File: config.mk
export PLATFORM = sky130hd
export DESIGN_NAME = safety_relay_output_mapper
export DESIGN_NICKNAME = d
export VERILOG_FILES = /design/src/logic/relay_map_pkg.sv /design/src/logic/relay_test_if.sv /design/src/logic/safety_relay_output_mapper.sv /design/src/logic/relay_pulse_tester.sv
export SDC_FILE = /design/constraint.sdc
export NUM_CORES = 1
export LEC_CHECK = 0
export BUFFER_PORTS_ARGS = -buffer_cell sky130_fd_sc_hd__buf_2
export CORE_ASPECT_RATIO = 0.9
export CORE_MARGIN = 2
export CORE_UTILIZATION = 55
export DETAILED_ROUTE_END_ITERATION = 10
export PLACE_DENSITY = 0.79
export SETUP_SLACK_MARGIN = 0.3
export SLEW_MARGIN = 10
export SYNTH_ARGS = -nofsm -noshare
export SYNTH_HDL_FRONTEND = slang
export SYNTH_SLANG_ARGS = --single-unit
export TNS_END_PERCENT = 1
File: constraint.sdc
create_clock -name i_clock -period 5 [get_ports i_clock]
set_input_delay 0.75 -clock i_clock [delete_from_list [all_inputs] [get_ports i_clock]]
set_output_delay 0.75 -clock i_clock [all_outputs]
set_load 0.05 [all_outputs]
File: src/logic/relay_map_pkg.sv
// Constants, selection table and types for the four-relay safety output mapper.
// Assumes one 40 MHz clock and synchronous inputs from the backplane side.
//
// Functional notes
// - Four relays, up to four logical outputs
// - Exactly eight selections, each fully fixed
// - Selections 1-4: lower-integrity wiring table
// - Selections 5-8: higher-integrity wiring table
// - Automatic test never changes actuator state
// - Relay self-test only in auto-test selections
// - Fallback after communication silence beyond timeout
// - Sequential relay pulses under 50 ms, periodic
// - Fault on one relay kills its group
// - Per channel: hold last or user value
package relay_map_pkg;

  localparam int CLOCK_HZ = 40_000_000;
  localparam int MS_PER_S = 1000;
  localparam int CYCLES_PER_MS = CLOCK_HZ / MS_PER_S;
  localparam int MS_PER_MINUTE = 60000;
  localparam int PULSE_MS = 10;
  localparam int MAX_PULSE_MS = 50;
  localparam int RELAYS = 4;
  localparam int SELECTIONS = 8;

  localparam logic [10:0] PERIOD_MIN_LO = 11'h001;
  localparam logic [10:0] PERIOD_MIN_HI = 11'h5a0;
  localparam logic [3:0] RELAYS_OFF = 4'h0;
  localparam logic [3:0] RELAYS_ALL = 4'hf;

  localparam logic [2:0] RPO_ONE = 3'h1;
  localparam logic [2:0] RPO_TWO = 3'h2;
  localparam logic [2:0] RPO_FOUR = 3'h4;

  typedef struct packed {
    logic valid;
    logic energized;
    logic [2:0] relays_per;
    logic [2:0] outputs;
    logic auto_test;
    logic normal_on;
  } sel_cfg_s;

  // Wiring table; normal_on is the idle relay level that a test pulse leaves
  function automatic sel_cfg_s decode_sel(input logic [3:0] sel);
    sel_cfg_s c;
    c = '0;
    case (sel)
      4'h1: c = '{1'b1, 1'b0, RPO_ONE, 3'h4, 1'b0, 1'b0};
      4'h2: c = '{1'b1, 1'b0, RPO_TWO, 3'h2, 1'b1, 1'b1};
      4'h3: c = '{1'b1, 1'b1, RPO_ONE, 3'h4, 1'b0, 1'b0};
      4'h4: c = '{1'b1, 1'b1, RPO_TWO, 3'h2, 1'b1, 1'b1};
      4'h5: c = '{1'b1, 1'b0, RPO_TWO, 3'h2, 1'b0, 1'b0};
      4'h6: c = '{1'b1, 1'b0, RPO_FOUR, 3'h1, 1'b1, 1'b1};
      4'h7: c = '{1'b1, 1'b1, RPO_TWO, 3'h2, 1'b0, 1'b0};
      4'h8: c = '{1'b1, 1'b1, RPO_TWO, 3'h2, 1'b1, 1'b0};
      default: c = '0;
    endcase
    return c;
  endfunction

endpackage

File: src/logic/relay_test_if.sv
// Carrier between the output mapper and its relay pulse tester.
// Assumes both ends run on the same clock.
`timescale 1ns/100ps
interface relay_test_if;
  logic tick_ms;
  logic enable;
  logic normal_on;
  logic [10:0] period_min;
  logic [3:0] base;
  logic [3:0] readback;
  logic [3:0] pulse;
  logic [3:0] mismatch;
  logic busy;

  modport mapper(
    output tick_ms, enable, normal_on, period_min, base, readback,
    input pulse, mismatch, busy
  );
  modport tester(
    input tick_ms, enable, normal_on, period_min, base, readback,
    output pulse, mismatch, busy
  );
endinterface

File: src/logic/safety_relay_output_mapper.sv
// Top of the four-relay safety output mapper: command map, fallback, errors.
// Assumes synchronous inputs; relay fault and readback come from the drivers.
`timescale 1ns/100ps
module safety_relay_output_mapper #(
  parameter int CYCLES_PER_MS = relay_map_pkg::CYCLES_PER_MS,
  parameter int MINUTE_MS = relay_map_pkg::MS_PER_MINUTE
) (
  input wire logic i_clock,
  input wire logic i_srst,
  input wire logic [3:0] i_selection,
  input wire logic [relay_map_pkg::RELAYS-1:0] i_cmd,
  input wire logic i_cmd_valid,
  input wire logic [15:0] i_fallback_timeout_ms,
  input wire logic [relay_map_pkg::RELAYS-1:0] i_channel_fallback_choice,
  input wire logic [relay_map_pkg::RELAYS-1:0] i_channel_fallback_value,
  input wire logic [10:0] i_test_period_min,
  input wire logic [relay_map_pkg::RELAYS-1:0] i_relay_readback,
  input wire logic [relay_map_pkg::RELAYS-1:0] i_relay_fault,
  input wire logic i_error_clear,
  output logic [relay_map_pkg::RELAYS-1:0] o_relay,
  output logic o_selection_valid,
  output logic [2:0] o_output_count,
  output logic o_auto_test,
  output logic o_fallback,
  output logic o_test_busy,
  output logic [relay_map_pkg::RELAYS-1:0] o_relay_error
);
  import relay_map_pkg::*;

  typedef struct packed {
    logic [15:0] div;
    logic tick;
    logic [15:0] since;
    logic seen;
    logic fb;
    logic [3:0] last;
    logic [3:0] err;
    logic [3:0] relay;
    logic valid;
    logic [2:0] count;
    logic auto;
  } map_s;

  map_s s_q;
  map_s s_d;
  sel_cfg_s cfg;
  logic [3:0] eff;
  logic [3:0] base;
  logic [3:0] errs;
  logic [3:0] kill;
  logic [3:0] base_k;
  logic [3:0] pulse_eff;

  relay_test_if itf();

  // Decode of the configured wiring selection
  always_comb begin
    cfg = decode_sel(i_selection);
  end

  // Effective logical command: nothing before first frame, fallback after silence
  always_comb begin
    eff = s_q.last;
    if (s_q.fb) begin
      eff = (i_channel_fallback_choice & i_channel_fallback_value) |
            (~i_channel_fallback_choice & s_q.last);
    end
    if (!s_q.seen) eff = RELAYS_OFF;
  end

  // Logical outputs onto relays; both relays of a pair follow one logical bit
  always_comb begin
    case (cfg.relays_per)
      RPO_ONE: base = eff;
      RPO_TWO: base = {{2{eff[1]}}, {2{eff[0]}}};
      RPO_FOUR: base = {4{eff[0]}};
      default: base = RELAYS_OFF;
    endcase
  end

  // Fault on any relay of an output drops the whole output
  always_comb begin
    errs = s_q.err | i_relay_fault;
    case (cfg.relays_per)
      RPO_ONE: kill = errs;
      RPO_TWO: kill = {{2{|errs[3:2]}}, {2{|errs[1:0]}}};
      RPO_FOUR: kill = {4{|errs}};
      default: kill = RELAYS_ALL;
    endcase
    base_k = base & ~kill;
  end

  // Test pulse only moves a relay out of its idle level, so the load holds
  always_comb begin
    pulse_eff = itf.pulse & (cfg.normal_on ? base_k : ~base_k) & ~kill;
    if (!cfg.auto_test) pulse_eff = RELAYS_OFF;
  end

  // Tester hookup; no test before the first frame, where a pulse could
  // energize a relay that must still be off
  assign itf.tick_ms = s_q.tick;
  assign itf.enable = cfg.valid && cfg.auto_test && s_q.seen;
  assign itf.normal_on = cfg.normal_on;
  assign itf.period_min = i_test_period_min;
  assign itf.base = base_k;
  assign itf.readback = i_relay_readback;

  relay_pulse_tester #(
    .MINUTE_MS(MINUTE_MS)
  ) u_tester (
    .i_clock(i_clock),
    .i_srst(i_srst),
    .t(itf)
  );

  // Next state of the mapper
  always_comb begin
    s_d = s_q;
    // Millisecond tick drives both the silence timer and the tester
    s_d.tick = (s_q.div == 16'(CYCLES_PER_MS - 1));
    s_d.div = s_d.tick ? 16'h0 : s_q.div + 16'h1;
    if (s_q.tick && s_q.since != 16'hffff) begin
      s_d.since = s_q.since + 16'h1; // Saturates, never wraps back
    end
    s_d.fb = s_q.seen && (s_q.since > i_fallback_timeout_ms);
    if (i_cmd_valid) begin
      s_d.since = 16'h0;
      s_d.fb = 1'b0;
      s_d.seen = 1'b1;
      s_d.last = i_cmd;
    end
    // Sticky errors; a new fault beats a clear in the same cycle
    s_d.err = (s_q.err & ~{4{i_error_clear}}) | i_relay_fault | itf.mismatch;
    if (cfg.valid) s_d.relay = base_k ^ pulse_eff;
    else s_d.relay = RELAYS_OFF;
    s_d.valid = cfg.valid;
    s_d.count = cfg.outputs;
    s_d.auto = cfg.auto_test;
  end

  always_ff @(posedge i_clock) begin
    if (i_srst) s_q <= '0;
    else s_q <= s_d;
  end

  // All outputs straight from flops except the tester busy level
  assign o_relay = s_q.relay;
  assign o_selection_valid = s_q.valid;
  assign o_output_count = s_q.count;
  assign o_auto_test = s_q.auto;
  assign o_fallback = s_q.fb;
  assign o_test_busy = itf.busy;
  assign o_relay_error = s_q.err;

  // Checks next to the logic they guard
  a_unseen_all_off: assert property (@(posedge i_clock) disable iff (i_srst)
    !s_q.seen |-> o_relay == 4'h0) else $error("relay on before first command");

  a_invalid_sel_off: assert property (@(posedge i_clock) disable iff (i_srst)
    !cfg.valid |=> o_relay == 4'h0) else $error("relay on with bad selection");

  a_single_relay_map: assert property (@(posedge i_clock) disable iff (i_srst)
    (i_cmd_valid && i_selection == 4'h1 && s_q.err == 4'h0 && i_relay_fault == 4'h0)
    ##1 (i_selection == 4'h1 && i_relay_fault == 4'h0 && s_q.err == 4'h0)
    |=> o_relay == $past(i_cmd, 2)) else $error("selection 1 map wrong");

  a_pair_relay_map: assert property (@(posedge i_clock) disable iff (i_srst)
    (i_cmd_valid && i_selection == 4'h5 && s_q.err == 4'h0 && i_relay_fault == 4'h0)
    ##1 (i_selection == 4'h5 && i_relay_fault == 4'h0 && s_q.err == 4'h0)
    |=> o_relay == {{2{$past(i_cmd[1], 2)}}, {2{$past(i_cmd[0], 2)}}})
    else $error("selection 5 map wrong");

  a_quad_moves_together: assert property (@(posedge i_clock) disable iff (i_srst)
    (i_selection == 4'h6 && itf.pulse == 4'h0) |=> (o_relay == 4'h0 || o_relay == 4'hf))
    else $error("selection 6 relays split");

  a_group_kill_pair: assert property (@(posedge i_clock) disable iff (i_srst)
    (i_selection == 4'h2 && |s_q.err[1:0]) |=> o_relay[1:0] == 2'h0)
    else $error("faulted pair still driven");

  a_test_invisible: assert property (@(posedge i_clock) disable iff (i_srst)
    (itf.enable && itf.normal_on) |=> (o_relay & ~$past(itf.base)) == 4'h0)
    else $error("test pulse energized an idle relay");

  a_manual_no_pulse: assert property (@(posedge i_clock) disable iff (i_srst)
    (!cfg.auto_test && !$past(cfg.auto_test)) |-> itf.pulse == 4'h0)
    else $error("pulse in manual-test selection");

  a_fallback_entry: assert property (@(posedge i_clock) disable iff (i_srst)
    $rose(s_q.fb) |-> $past(s_q.since) > $past(i_fallback_timeout_ms))
    else $error("fallback entered before timeout");

  a_fallback_user_value: assert property (@(posedge i_clock) disable iff (i_srst)
    (i_selection == 4'h1 && s_q.fb && i_channel_fallback_choice == 4'hf &&
     s_q.err == 4'h0 && i_relay_fault == 4'h0)
    |=> o_relay == $past(i_channel_fallback_value)) else $error("fallback value wrong");

  a_count_quad: assert property (@(posedge i_clock) disable iff (i_srst)
    i_selection == 4'h6 |=> o_output_count == 3'h1) else $error("output count wrong");

  // Table, fault latch and fallback checks
  a_count_single: assert property (@(posedge i_clock) disable iff (i_srst)
    (i_selection == 4'h1 || i_selection == 4'h3) |=> o_output_count == 3'h4)
    else $error("single-relay output count wrong");

  a_auto_flag_table: assert property (@(posedge i_clock) disable iff (i_srst)
    (i_selection == 4'h2 || i_selection == 4'h4 || i_selection == 4'h6 ||
     i_selection == 4'h8) |=> o_auto_test) else $error("auto test flag missing");

  a_invalid_count_zero: assert property (@(posedge i_clock) disable iff (i_srst)
    !cfg.valid |=> (o_output_count == 3'h0 && !o_auto_test && !o_selection_valid))
    else $error("invalid selection reported as usable");

  a_quad_group_kill: assert property (@(posedge i_clock) disable iff (i_srst)
    (i_selection == 4'h6 && |s_q.err) |=> o_relay == 4'h0)
    else $error("faulted quad output still driven");

  a_fault_sets_error: assert property (@(posedge i_clock) disable iff (i_srst)
    (|i_relay_fault) |=> (o_relay_error & $past(i_relay_fault)) == $past(i_relay_fault))
    else $error("relay fault not latched");

  a_error_sticky: assert property (@(posedge i_clock) disable iff (i_srst)
    (|s_q.err && !i_error_clear) |=> (o_relay_error & $past(s_q.err)) == $past(s_q.err))
    else $error("relay error lost without clear");

  a_fallback_exit: assert property (@(posedge i_clock) disable iff (i_srst)
    i_cmd_valid |=> !o_fallback)
    else $error("fallback kept after new command");

  a_no_fallback_unseen: assert property (@(posedge i_clock) disable iff (i_srst)
    !s_q.seen |-> !o_fallback)
    else $error("fallback before first command");

endmodule

File: src/logic/relay_pulse_tester.sv
// Periodic sequential relay pulse test with readback check.
// Assumes a one-cycle millisecond tick and an already masked relay base.
`timescale 1ns/100ps
module relay_pulse_tester #(
  parameter int MINUTE_MS = relay_map_pkg::MS_PER_MINUTE
) (
  input wire logic i_clock,
  input wire logic i_srst,
  relay_test_if.tester t
);
  import relay_map_pkg::*;

  typedef enum logic {T_IDLE, T_PULSE} tst_e;

  typedef struct packed {
    tst_e st;
    logic [15:0] ms;
    logic [10:0] mins;
    logic [1:0] idx;
    logic [7:0] pms;
    logic [3:0] pulse;
    logic [3:0] mism;
    logic [7:0] hold;
  } tst_s;

  tst_s q;
  tst_s d;
  logic [10:0] period;

  // Next state; period clamped into the legal minute range
  always_comb begin
    period = t.period_min;
    if (period < PERIOD_MIN_LO) period = PERIOD_MIN_LO;
    if (period > PERIOD_MIN_HI) period = PERIOD_MIN_HI;
    d = q;
    d.mism = 4'h0;
    case (q.st)
      T_IDLE: begin
        d.pulse = 4'h0;
        if (t.tick_ms) begin
          if (q.ms == 16'(MINUTE_MS - 1)) begin
            d.ms = 16'h0;
            if ((q.mins + 11'h1) >= period) begin
              d.mins = 11'h0;
              d.st = T_PULSE;
              d.idx = 2'h0;
              d.pms = 8'h0;
              d.pulse = (t.base[0] == t.normal_on) ? 4'h1 : 4'h0;
            end else begin
              d.mins = q.mins + 11'h1;
            end
          end else begin
            d.ms = q.ms + 16'h1;
          end
        end
      end
      T_PULSE: begin
        // Drop a pulse at once if the command left the idle level
        d.pulse = q.pulse & (t.normal_on ? t.base : ~t.base);
        if (t.tick_ms) begin
          if (q.pms == 8'(PULSE_MS - 1)) begin
            d.mism[q.idx] = q.pulse[q.idx] && (t.readback[q.idx] == t.normal_on);
            d.pms = 8'h0;
            d.idx = q.idx + 2'h1;
            d.pulse = (t.base[d.idx] == t.normal_on) ? (4'h1 << d.idx) : 4'h0;
            if (q.idx == 2'h3) begin
              d.st = T_IDLE;
              d.pulse = 4'h0;
            end
          end else begin
            d.pms = q.pms + 8'h1;
          end
        end
      end
      default: d = '0;
    endcase
    // Manual-test selections never pulse
    if (!t.enable) begin
      d.st = T_IDLE;
      d.pulse = 4'h0;
    end
    // Pulse age in ticks; restarts on each relay so the bound is per pulse
    if (d.pulse == 4'h0 || d.pulse != q.pulse) d.hold = 8'h0;
    else if (t.tick_ms) d.hold = q.hold + 8'h1;
  end

  always_ff @(posedge i_clock) begin
    if (i_srst) q <= '0;
    else q <= d;
  end

  assign t.pulse = q.pulse;
  assign t.mismatch = q.mism;
  assign t.busy = (q.st == T_PULSE);

  a_pulse_single_relay: assert property (@(posedge i_clock) disable iff (i_srst)
    $onehot0(q.pulse)) else $error("more than one relay pulsed");
  a_pulse_short_hold: assert property (@(posedge i_clock) disable iff (i_srst)
    q.hold <= 8'(PULSE_MS)) else $error("test pulse held too long");
  a_pulse_off_disabled: assert property (@(posedge i_clock) disable iff (i_srst)
    !t.enable |=> t.pulse == 4'h0) else $error("pulse while test disabled");
endmodule

==> results of run 1 <==
[logic make-up (layout without fill, tap and decap cells)]
family / count (synthesis) / in the layout / share of synthesized area, %
AOI/OAI and AO/OA: 122 / 122 / 15.8
buffers and inverters: 63 / 115 / 5.33
muxes: 11 / 11 / 2.41
DFF: 98 / 98 / 34.7
xor gates and xnor gates: 52 / 52 / 8.05
adders and majority gates: 37 / 37 / 8.19
and+or+nand+nor: 282 / 282 / 25.6
[routing by layer]
metal	GRT usage [%]	vias to the layer above	share of wire, %
li1	-	2456	-
met1	27.3	2336	45
met2	41.1	149	49
met3	4.77	32	4.5
met4	8.46	0	2.3
met5	0	-	0
[synth_stat cells, drive strengths merged (3+ instances only)]
master | instances | share of area (%)
clkbuf | 13 | 0.86
ha | 37 | 8.2
mux2i | 8 | 1.4
nand2b | 6 | 0.71
dfxtp | 98 | 35
a31oi | 6 | 0.77
xnor2 | 20 | 3.1
nor4 | 7 | 0.77
and4 | 4 | 0.62
a21oi | 32 | 3.0
o211ai | 3 | 0.40
o221ai | 3 | 0.80
nor4b | 5 | 1.2
o21ai | 28 | 2.5
xor2 | 32 | 5.0
nand4 | 17 | 1.9
nor2b | 10 | 1.1
nand3 | 29 | 2.6
nand2 | 51 | 3.4
a21boi | 3 | 0.40
nor3b | 7 | 0.93
inv | 30 | 2.0
o2111ai | 3 | 0.46
and2 | 9 | 1.0
or2 | 3 | 0.33
a32o | 7 | 1.2
buf | 19 | 2.4
a21o | 6 | 0.80
nor2 | 91 | 6.2
a211oi | 9 | 1.5
o31ai | 3 | 0.40
or3 | 5 | 0.55
nand4b | 3 | 0.46
nor3 | 13 | 1.2
and3 | 17 | 1.9
[layout make-up]
cell class              count  area [µm²]
fillers                   825        3800
multi-input cells         504        3390
flip-flops and latches     98        1960
repair buffers             69         345
clock buffers              10         239
well taps                 129         161
inverters                  31         116
clock inverters             5         103
[how the worst max path moves through the flow]
stage / slack [ns] / end / from / cells after the start
floorplan: 1.36 / u_tester.q[23] / i_test_period_min[3] / 14
CTS: 1.26 / u_tester.q[23] / i_test_period_min[3] / 15
detailed placement: 0.92 / u_tester.q[23] / i_test_period_min[3] / 15
global placement: 1.07 / u_tester.q[23] / i_test_period_min[3] / 15
finish: 1.25 / u_tester.q[23] / i_test_period_min[3] / 15
global route: 0.98 / u_tester.q[29] / i_test_period_min[3] / 15
[critical path: stages]
cell and delay, ns:
buf_2 0.10, or4_1 0.54, o21ai_0 0.19, nand2b_1 0.07
a31oi_1 0.18, nand2b_1 0.22, nand2_1 0.08, ha_1 0.30
a21o_1 0.17, a21oi_1 0.19, o221ai_2 0.11, a221o_2 0.45
a21oi_4 0.31, nor2_2 0.08, a311oi_2 0.24
[flip-flops by register name (all words and copies together), names as in the netlist]
name	cells
u_tester.t.mismatch	4
o_output_count	3
o_auto_test	1
u_tester.t.pulse	4
s_q	37
o_selection_valid	1
o_fallback	1
o_relay_error	4
u_tester.q	37
itf.tick_ms	1
o_relay	4
u_tester.t.busy	1
[where the power goes]
part | switching [mW] | internal [mW]
logic | 0.0828 | 0.0481
registers | 0.00668 | 0.789
clock network | 0.289 | 0.499
[layout by cell type (no fill, tap or decap), types with 8 or more instances in the layout]
cell       count
inv_1         30
o21ai_0       24
clkbuf_16      9
xor2_1        32
dfxtp_1       98
nor3_1        12
a21oi_1       31
nor2b_1       10
xnor2_1       20
ha_1          37
nor2_1        88
and3_1        17
buf_2         69
and2_1         9
mux2i_1        8
nand3_1       29
nand2_1       51
nand4_1       17
==> flow_metrics.env, run 1 <==
export IMPL_synth_seq_cells=98
export IMPL_cp_end_kind="register"
export IMPL_p_leak_nw=2.60
export IMPL_holdPathStages=2
export IMPL_clock_sinks=98
export IMPL_drv_cap=0
export IMPL_grt_ovfl_total=0
export IMPL_final_util_pct=62.5
export IMPL_r2r_end="u_tester.q[23]"
export IMPL_slew_headroom_pct=28.8
export IMPL_powerDensity_mw_per_mm2=271
export IMPL_die_w_um=111
export IMPL_timing_fmax_mhz=266
export IMPL_syn2layout_area_growth_pct=11.7
export IMPL_rsz0062_at_grt="no"
export IMPL_vias=4973
export IMPL_grt_pass1_wl_mm=21.4
export IMPL_timing_reg2reg_setup_slack_ns=1.60
export IMPL_ant_nets=0
export IMPL_synth_area_mm2=0.00566
export IMPL_hold_viol=0
export IMPL_syn_num_nets=757
export IMPL_min_path_type="register to register"
export IMPL_finalCritPeriodShare_pct=75.1
export IMPL_viasPerCell=5.88
export IMPL_drc=0
export IMPL_worst_slew_pin_transition_ns=1.06
export IMPL_clk_path_buf_depth=2
export IMPL_r2r_start="u_tester.q[26]"
export IMPL_dieArea_mm2=0.0111
export IMPL_io_buffers=69
export IMPL_grt_usage_pct=22.9
export IMPL_drt_wl_total_mm=12.5
export IMPL_synth_distinct_cells=71
export IMPL_p_total_mw=1.71
export IMPL_hp_start="u_tester.t.mismatch[0]"
export IMPL_reg2reg_depth=12
export IMPL_postCtsSetupRepairBufs=0
export IMPL_num_antenna_cells=0
export IMPL_skew_ns=0.00668
export IMPL_synth_warnings=0
export IMPL_place_area_mm2=0.00598
export IMPL_setup_violations=0
export IMPL_syn_avg_cell_area_um2=8.50
export IMPL_dr_pass1_iters=5
export IMPL_cts_htree_levels=3
export IMPL_rows=35
export IMPL_grt_max_degree=38
export IMPL_cp_required_ns=5.25
export IMPL_fin_nets=805
export IMPL_worst_slack_ns=1.25
export IMPL_layout_drive_gt1_share_pct=15.3
export IMPL_hold_ws_ns=0.458
export IMPL_dp_hpwl_mm=9.06
export IMPL_final_max_slew_violation_count=0
export IMPL_final_setup_tns_ns=0
export IMPL_numCtsBuffers=9
export IMPL_cp_start_kind="primary input"
export IMPL_async_reset_ff_share_pct=0
export IMPL_hold_buffers=0
export IMPL_synth_edf_count=0
export IMPL_antenna_found_initial=0
export IMPL_final_cell_area_mm2=0.00632
export IMPL_grt_pass1_vias=4823
export IMPL_dpl_cell_count=831
export IMPL_drtIter0Drc=257
export IMPL_status="complete, no violations"
export IMPL_wl_per_cell_um=14.7
export IMPL_path_clk_slew_ns=0.06
export IMPL_final_cells=846
export IMPL_ys_flop_type="dfxtp_1"
export IMPL_critPathKind="primary input to register"
export IMPL_ys_seq_area_share_pct=34.7
export IMPL_critPathArrivalTime_ns=4.00
export IMPL_cts_tree="yes"
export IMPL_finalCriticalPeriod_ns=3.75
export IMPL_pre_cts_ws_ns=0.921
export IMPL_clk_latency_ns=0.34
export IMPL_whs_endpoint="o_relay_error[0]"
export IMPL_cts_root_buffer="clkbuf_16"
export IMPL_ir_drop_mv=0.195
export IMPL_syn_instance_count=665
export IMPL_routabilityCongestion=0.940
export IMPL_core_mm2=0.0101
export IMPL_start_util_pct=55.9
export IMPL_cts_resized=0
export IMPL_ios=70
export IMPL_crit_path_max_fanout=9
export IMPL_die_h_um=100
Note: power is estimated with default switching activity, not from simulation.
==> inputs of run 2 (changes only) <==
--- a/config.mk
+++ b/config.mk
@@ -8,9 +8,9 @@
 export BUFFER_PORTS_ARGS = -buffer_cell sky130_fd_sc_hd__buf_2
 export CORE_ASPECT_RATIO = 0.9
 export CORE_MARGIN = 2
-export CORE_UTILIZATION = 55
+export CORE_UTILIZATION = 53
 export DETAILED_ROUTE_END_ITERATION = 10
-export PLACE_DENSITY = 0.79
+export PLACE_DENSITY = 0.8
 export SETUP_SLACK_MARGIN = 0.3
 export SLEW_MARGIN = 10
 export SYNTH_ARGS = -nofsm -noshare
==> constraint.sdc (replaced) <==
create_clock -name i_clock -period 3.29 [get_ports i_clock]
set_input_delay 0.4935 -clock i_clock [delete_from_list [all_inputs] [get_ports i_clock]]
set_output_delay 0.4935 -clock i_clock [all_outputs]
set_load 0.05 [all_outputs]
==> flow_metrics.env, run 2 (synthesis gave the netlist of run 1 again) <==
export IMPL_status="finished with violations"
export IMPL_violations="design-rule violations"
export IMPL_critPathKind="primary input to register"
export IMPL_layout_common_cells="dfxtp_1 (98), nor2_1 (88), buf_2 (68), nand2_1 (50), ha_1 (33)"
export IMPL_cp_buffers_inverters=2
export IMPL_rows=35
export IMPL_vias=4953
export IMPL_fin_nets=819
export IMPL_path_clk_slew_ns=0.06
export IMPL_antenna_found_initial=0
export IMPL_critPathArrivalTime_ns=3.41
export IMPL_cp_start_kind="primary input"
export IMPL_slew_headroom_pct=34.3
export IMPL_crit_path_max_incr_delay_ns=0.55
export IMPL_numCtsBuffers=9
export IMPL_final_max_slew_violation_count=0
export IMPL_core_mm2=0.0103
export IMPL_dr_pass1_iters=10
export IMPL_grt_pass1_vias=4783
export IMPL_final_common_cell="dfxtp_1"
export IMPL_viasPerCell=5.76
export IMPL_wl_per_cell_um=14.8
export IMPL_dieArea_mm2=0.0115
export IMPL_grt_usage_pct=22.7
export IMPL_die_h_um=102
export IMPL_finalCritPeriodShare_pct=95.6
export IMPL_ir_drop_mv=0.282
export IMPL_finalCriticalPeriod_ns=3.15
export IMPL_clk_latency_ns=0.34
export IMPL_cp_required_ns=3.56
export IMPL_worstPathCellList="buf_2, or4_4, o21ai_2, nand2b_1, a31oi_2, nand2b_4, nand2_4, ha_4, a21o_1, a21oi_2, o221ai_2, a221o_2, a21oi_4, buf_6, o21ai_0, a21oi_1"
export IMPL_grt_max_degree=37
export IMPL_final_cells=860
export IMPL_crit_path_max_fanout=6
export IMPL_min_path_type="primary input to register"
export IMPL_grt_ovfl_total=0
export IMPL_p_leak_nw=2.67
export IMPL_path_delay_family="compound AO/OA/AOI/OAI gates"
export IMPL_die_w_um=113
export IMPL_clock_sinks=98
export IMPL_timing_fmax_mhz=318
export IMPL_setup_violations=0
export IMPL_cp_end_kind="register"
export IMPL_ios=70
export IMPL_num_antenna_cells=0
export IMPL_io_buffers=69
export IMPL_final_cell_area_mm2=0.00651
export IMPL_rsz0062_at_grt="yes"
export IMPL_start_util_pct=54.7
export IMPL_skew_ns=0.00654
export IMPL_reg_top3="s_q x37, u_tester.q x37"
export IMPL_drt_wl_total_mm=12.7
export IMPL_cts_tree="yes"
export IMPL_grt_pass1_wl_mm=21.5
export IMPL_powerDensity_mw_per_mm2=383
export IMPL_cts_htree_levels=3
export IMPL_final_util_pct=63.0
export IMPL_drtIter0Drc=318
export IMPL_cts_root_buffer="clkbuf_16"
export IMPL_hold_viol=0
export IMPL_place_area_mm2=0.00608
export IMPL_dpl_cell_count=843
export IMPL_clk_path_buf_depth=2
export IMPL_worst_slew_pin_transition_ns=0.979
export IMPL_dp_hpwl_mm=9.25
export IMPL_drc=6
export IMPL_routabilityCongestion=0.910
export IMPL_p_total_mw=2.50
export IMPL_layout_drive_gt1_share_pct=19.3
export IMPL_ant_nets=0
export IMPL_drv_cap=0
export IMPL_crit_path_top_delay_cell="or4_4"
export IMPL_syn2layout_area_growth_pct=15.2
==> run 2: per-layer routing <==
layer	vias to the layer above	routed length (µm)	global-route usage, %
li1	2480	-	-
met1	2333	5750	27.8
met2	116	6210	39.9
met3	24	496	4.15
met4	0	247	9.10
met5	-	0	0
==> run 2: worst reg2reg max path, delay by kind of cell (launching register included) <==
kind | cells | cell delay, ns
XOR/XNOR | 1 | 0.16
adder cells (fa/ha/maj) | 2 | 0.46
AND/OR/NAND/NOR | 3 | 0.48
AO/OA/AOI/OAI | 6 | 1.32
buffers and inverters | 1 | 0.15
flip-flops | 1 | 0.42
==> run 2: final cells by class <==
cell class	count	area [µm²]
Clock buffer	11	253
Clock inverter	4	51.3
Fill cell	846	3820
Inverter	31	116
Multi-Input combinational cell	504	3510
Sequential cell	98	1960
Tap cell	129	161
Timing Repair Buffer	83	460
==> run 2: what timing repair did <==
action,CTS,global route
gates resized for setup,7,13
hold buffers,0,0
buffers inserted,2,0
setup endpoints to repair,23,23
pin swaps,15,12
==> run 2: stage by stage <==
step / setup TNS, ns / hold slack [ns] / setup slack (ns)
after global placement: -1.83 / 0.431 / -0.147
after global routing: 0 / 0.415 / 0.0251
after floorplan: 0 / 0.421 / 0.0235
after CTS: 0 / 0.395 / 0.0961
final: 0 / 0.393 / 0.144
after detailed placement: -5.07 / 0.441 / -0.297
==> run 2: path summary, 6_finish.rpt <==
kind / slack (ns) / to / startpoint / depth (start not counted)
setup reg to reg: 0.23 / u_tester.q[19] / u_tester.q[26] / 13
setup / recovery: 0.14 / u_tester.q[19] / i_test_period_min[3] / 16
hold / removal: 0.39 / s_q[14] / i_cmd[1] / 3
hold reg to reg: 0.45 / o_relay_error[1] / u_tester.t.mismatch[1] / 2
==> run 2: power by group <==
| group | leakage [nW] | switching [mW] | internal (mW) |
|---|---|---|---|
| Sequential | 0.793 | 0.0103 | 1.20 |
| Combinational | 1.73 | 0.134 | 0.0853 |
| Clock | 0.148 | 0.440 | 0.627 |
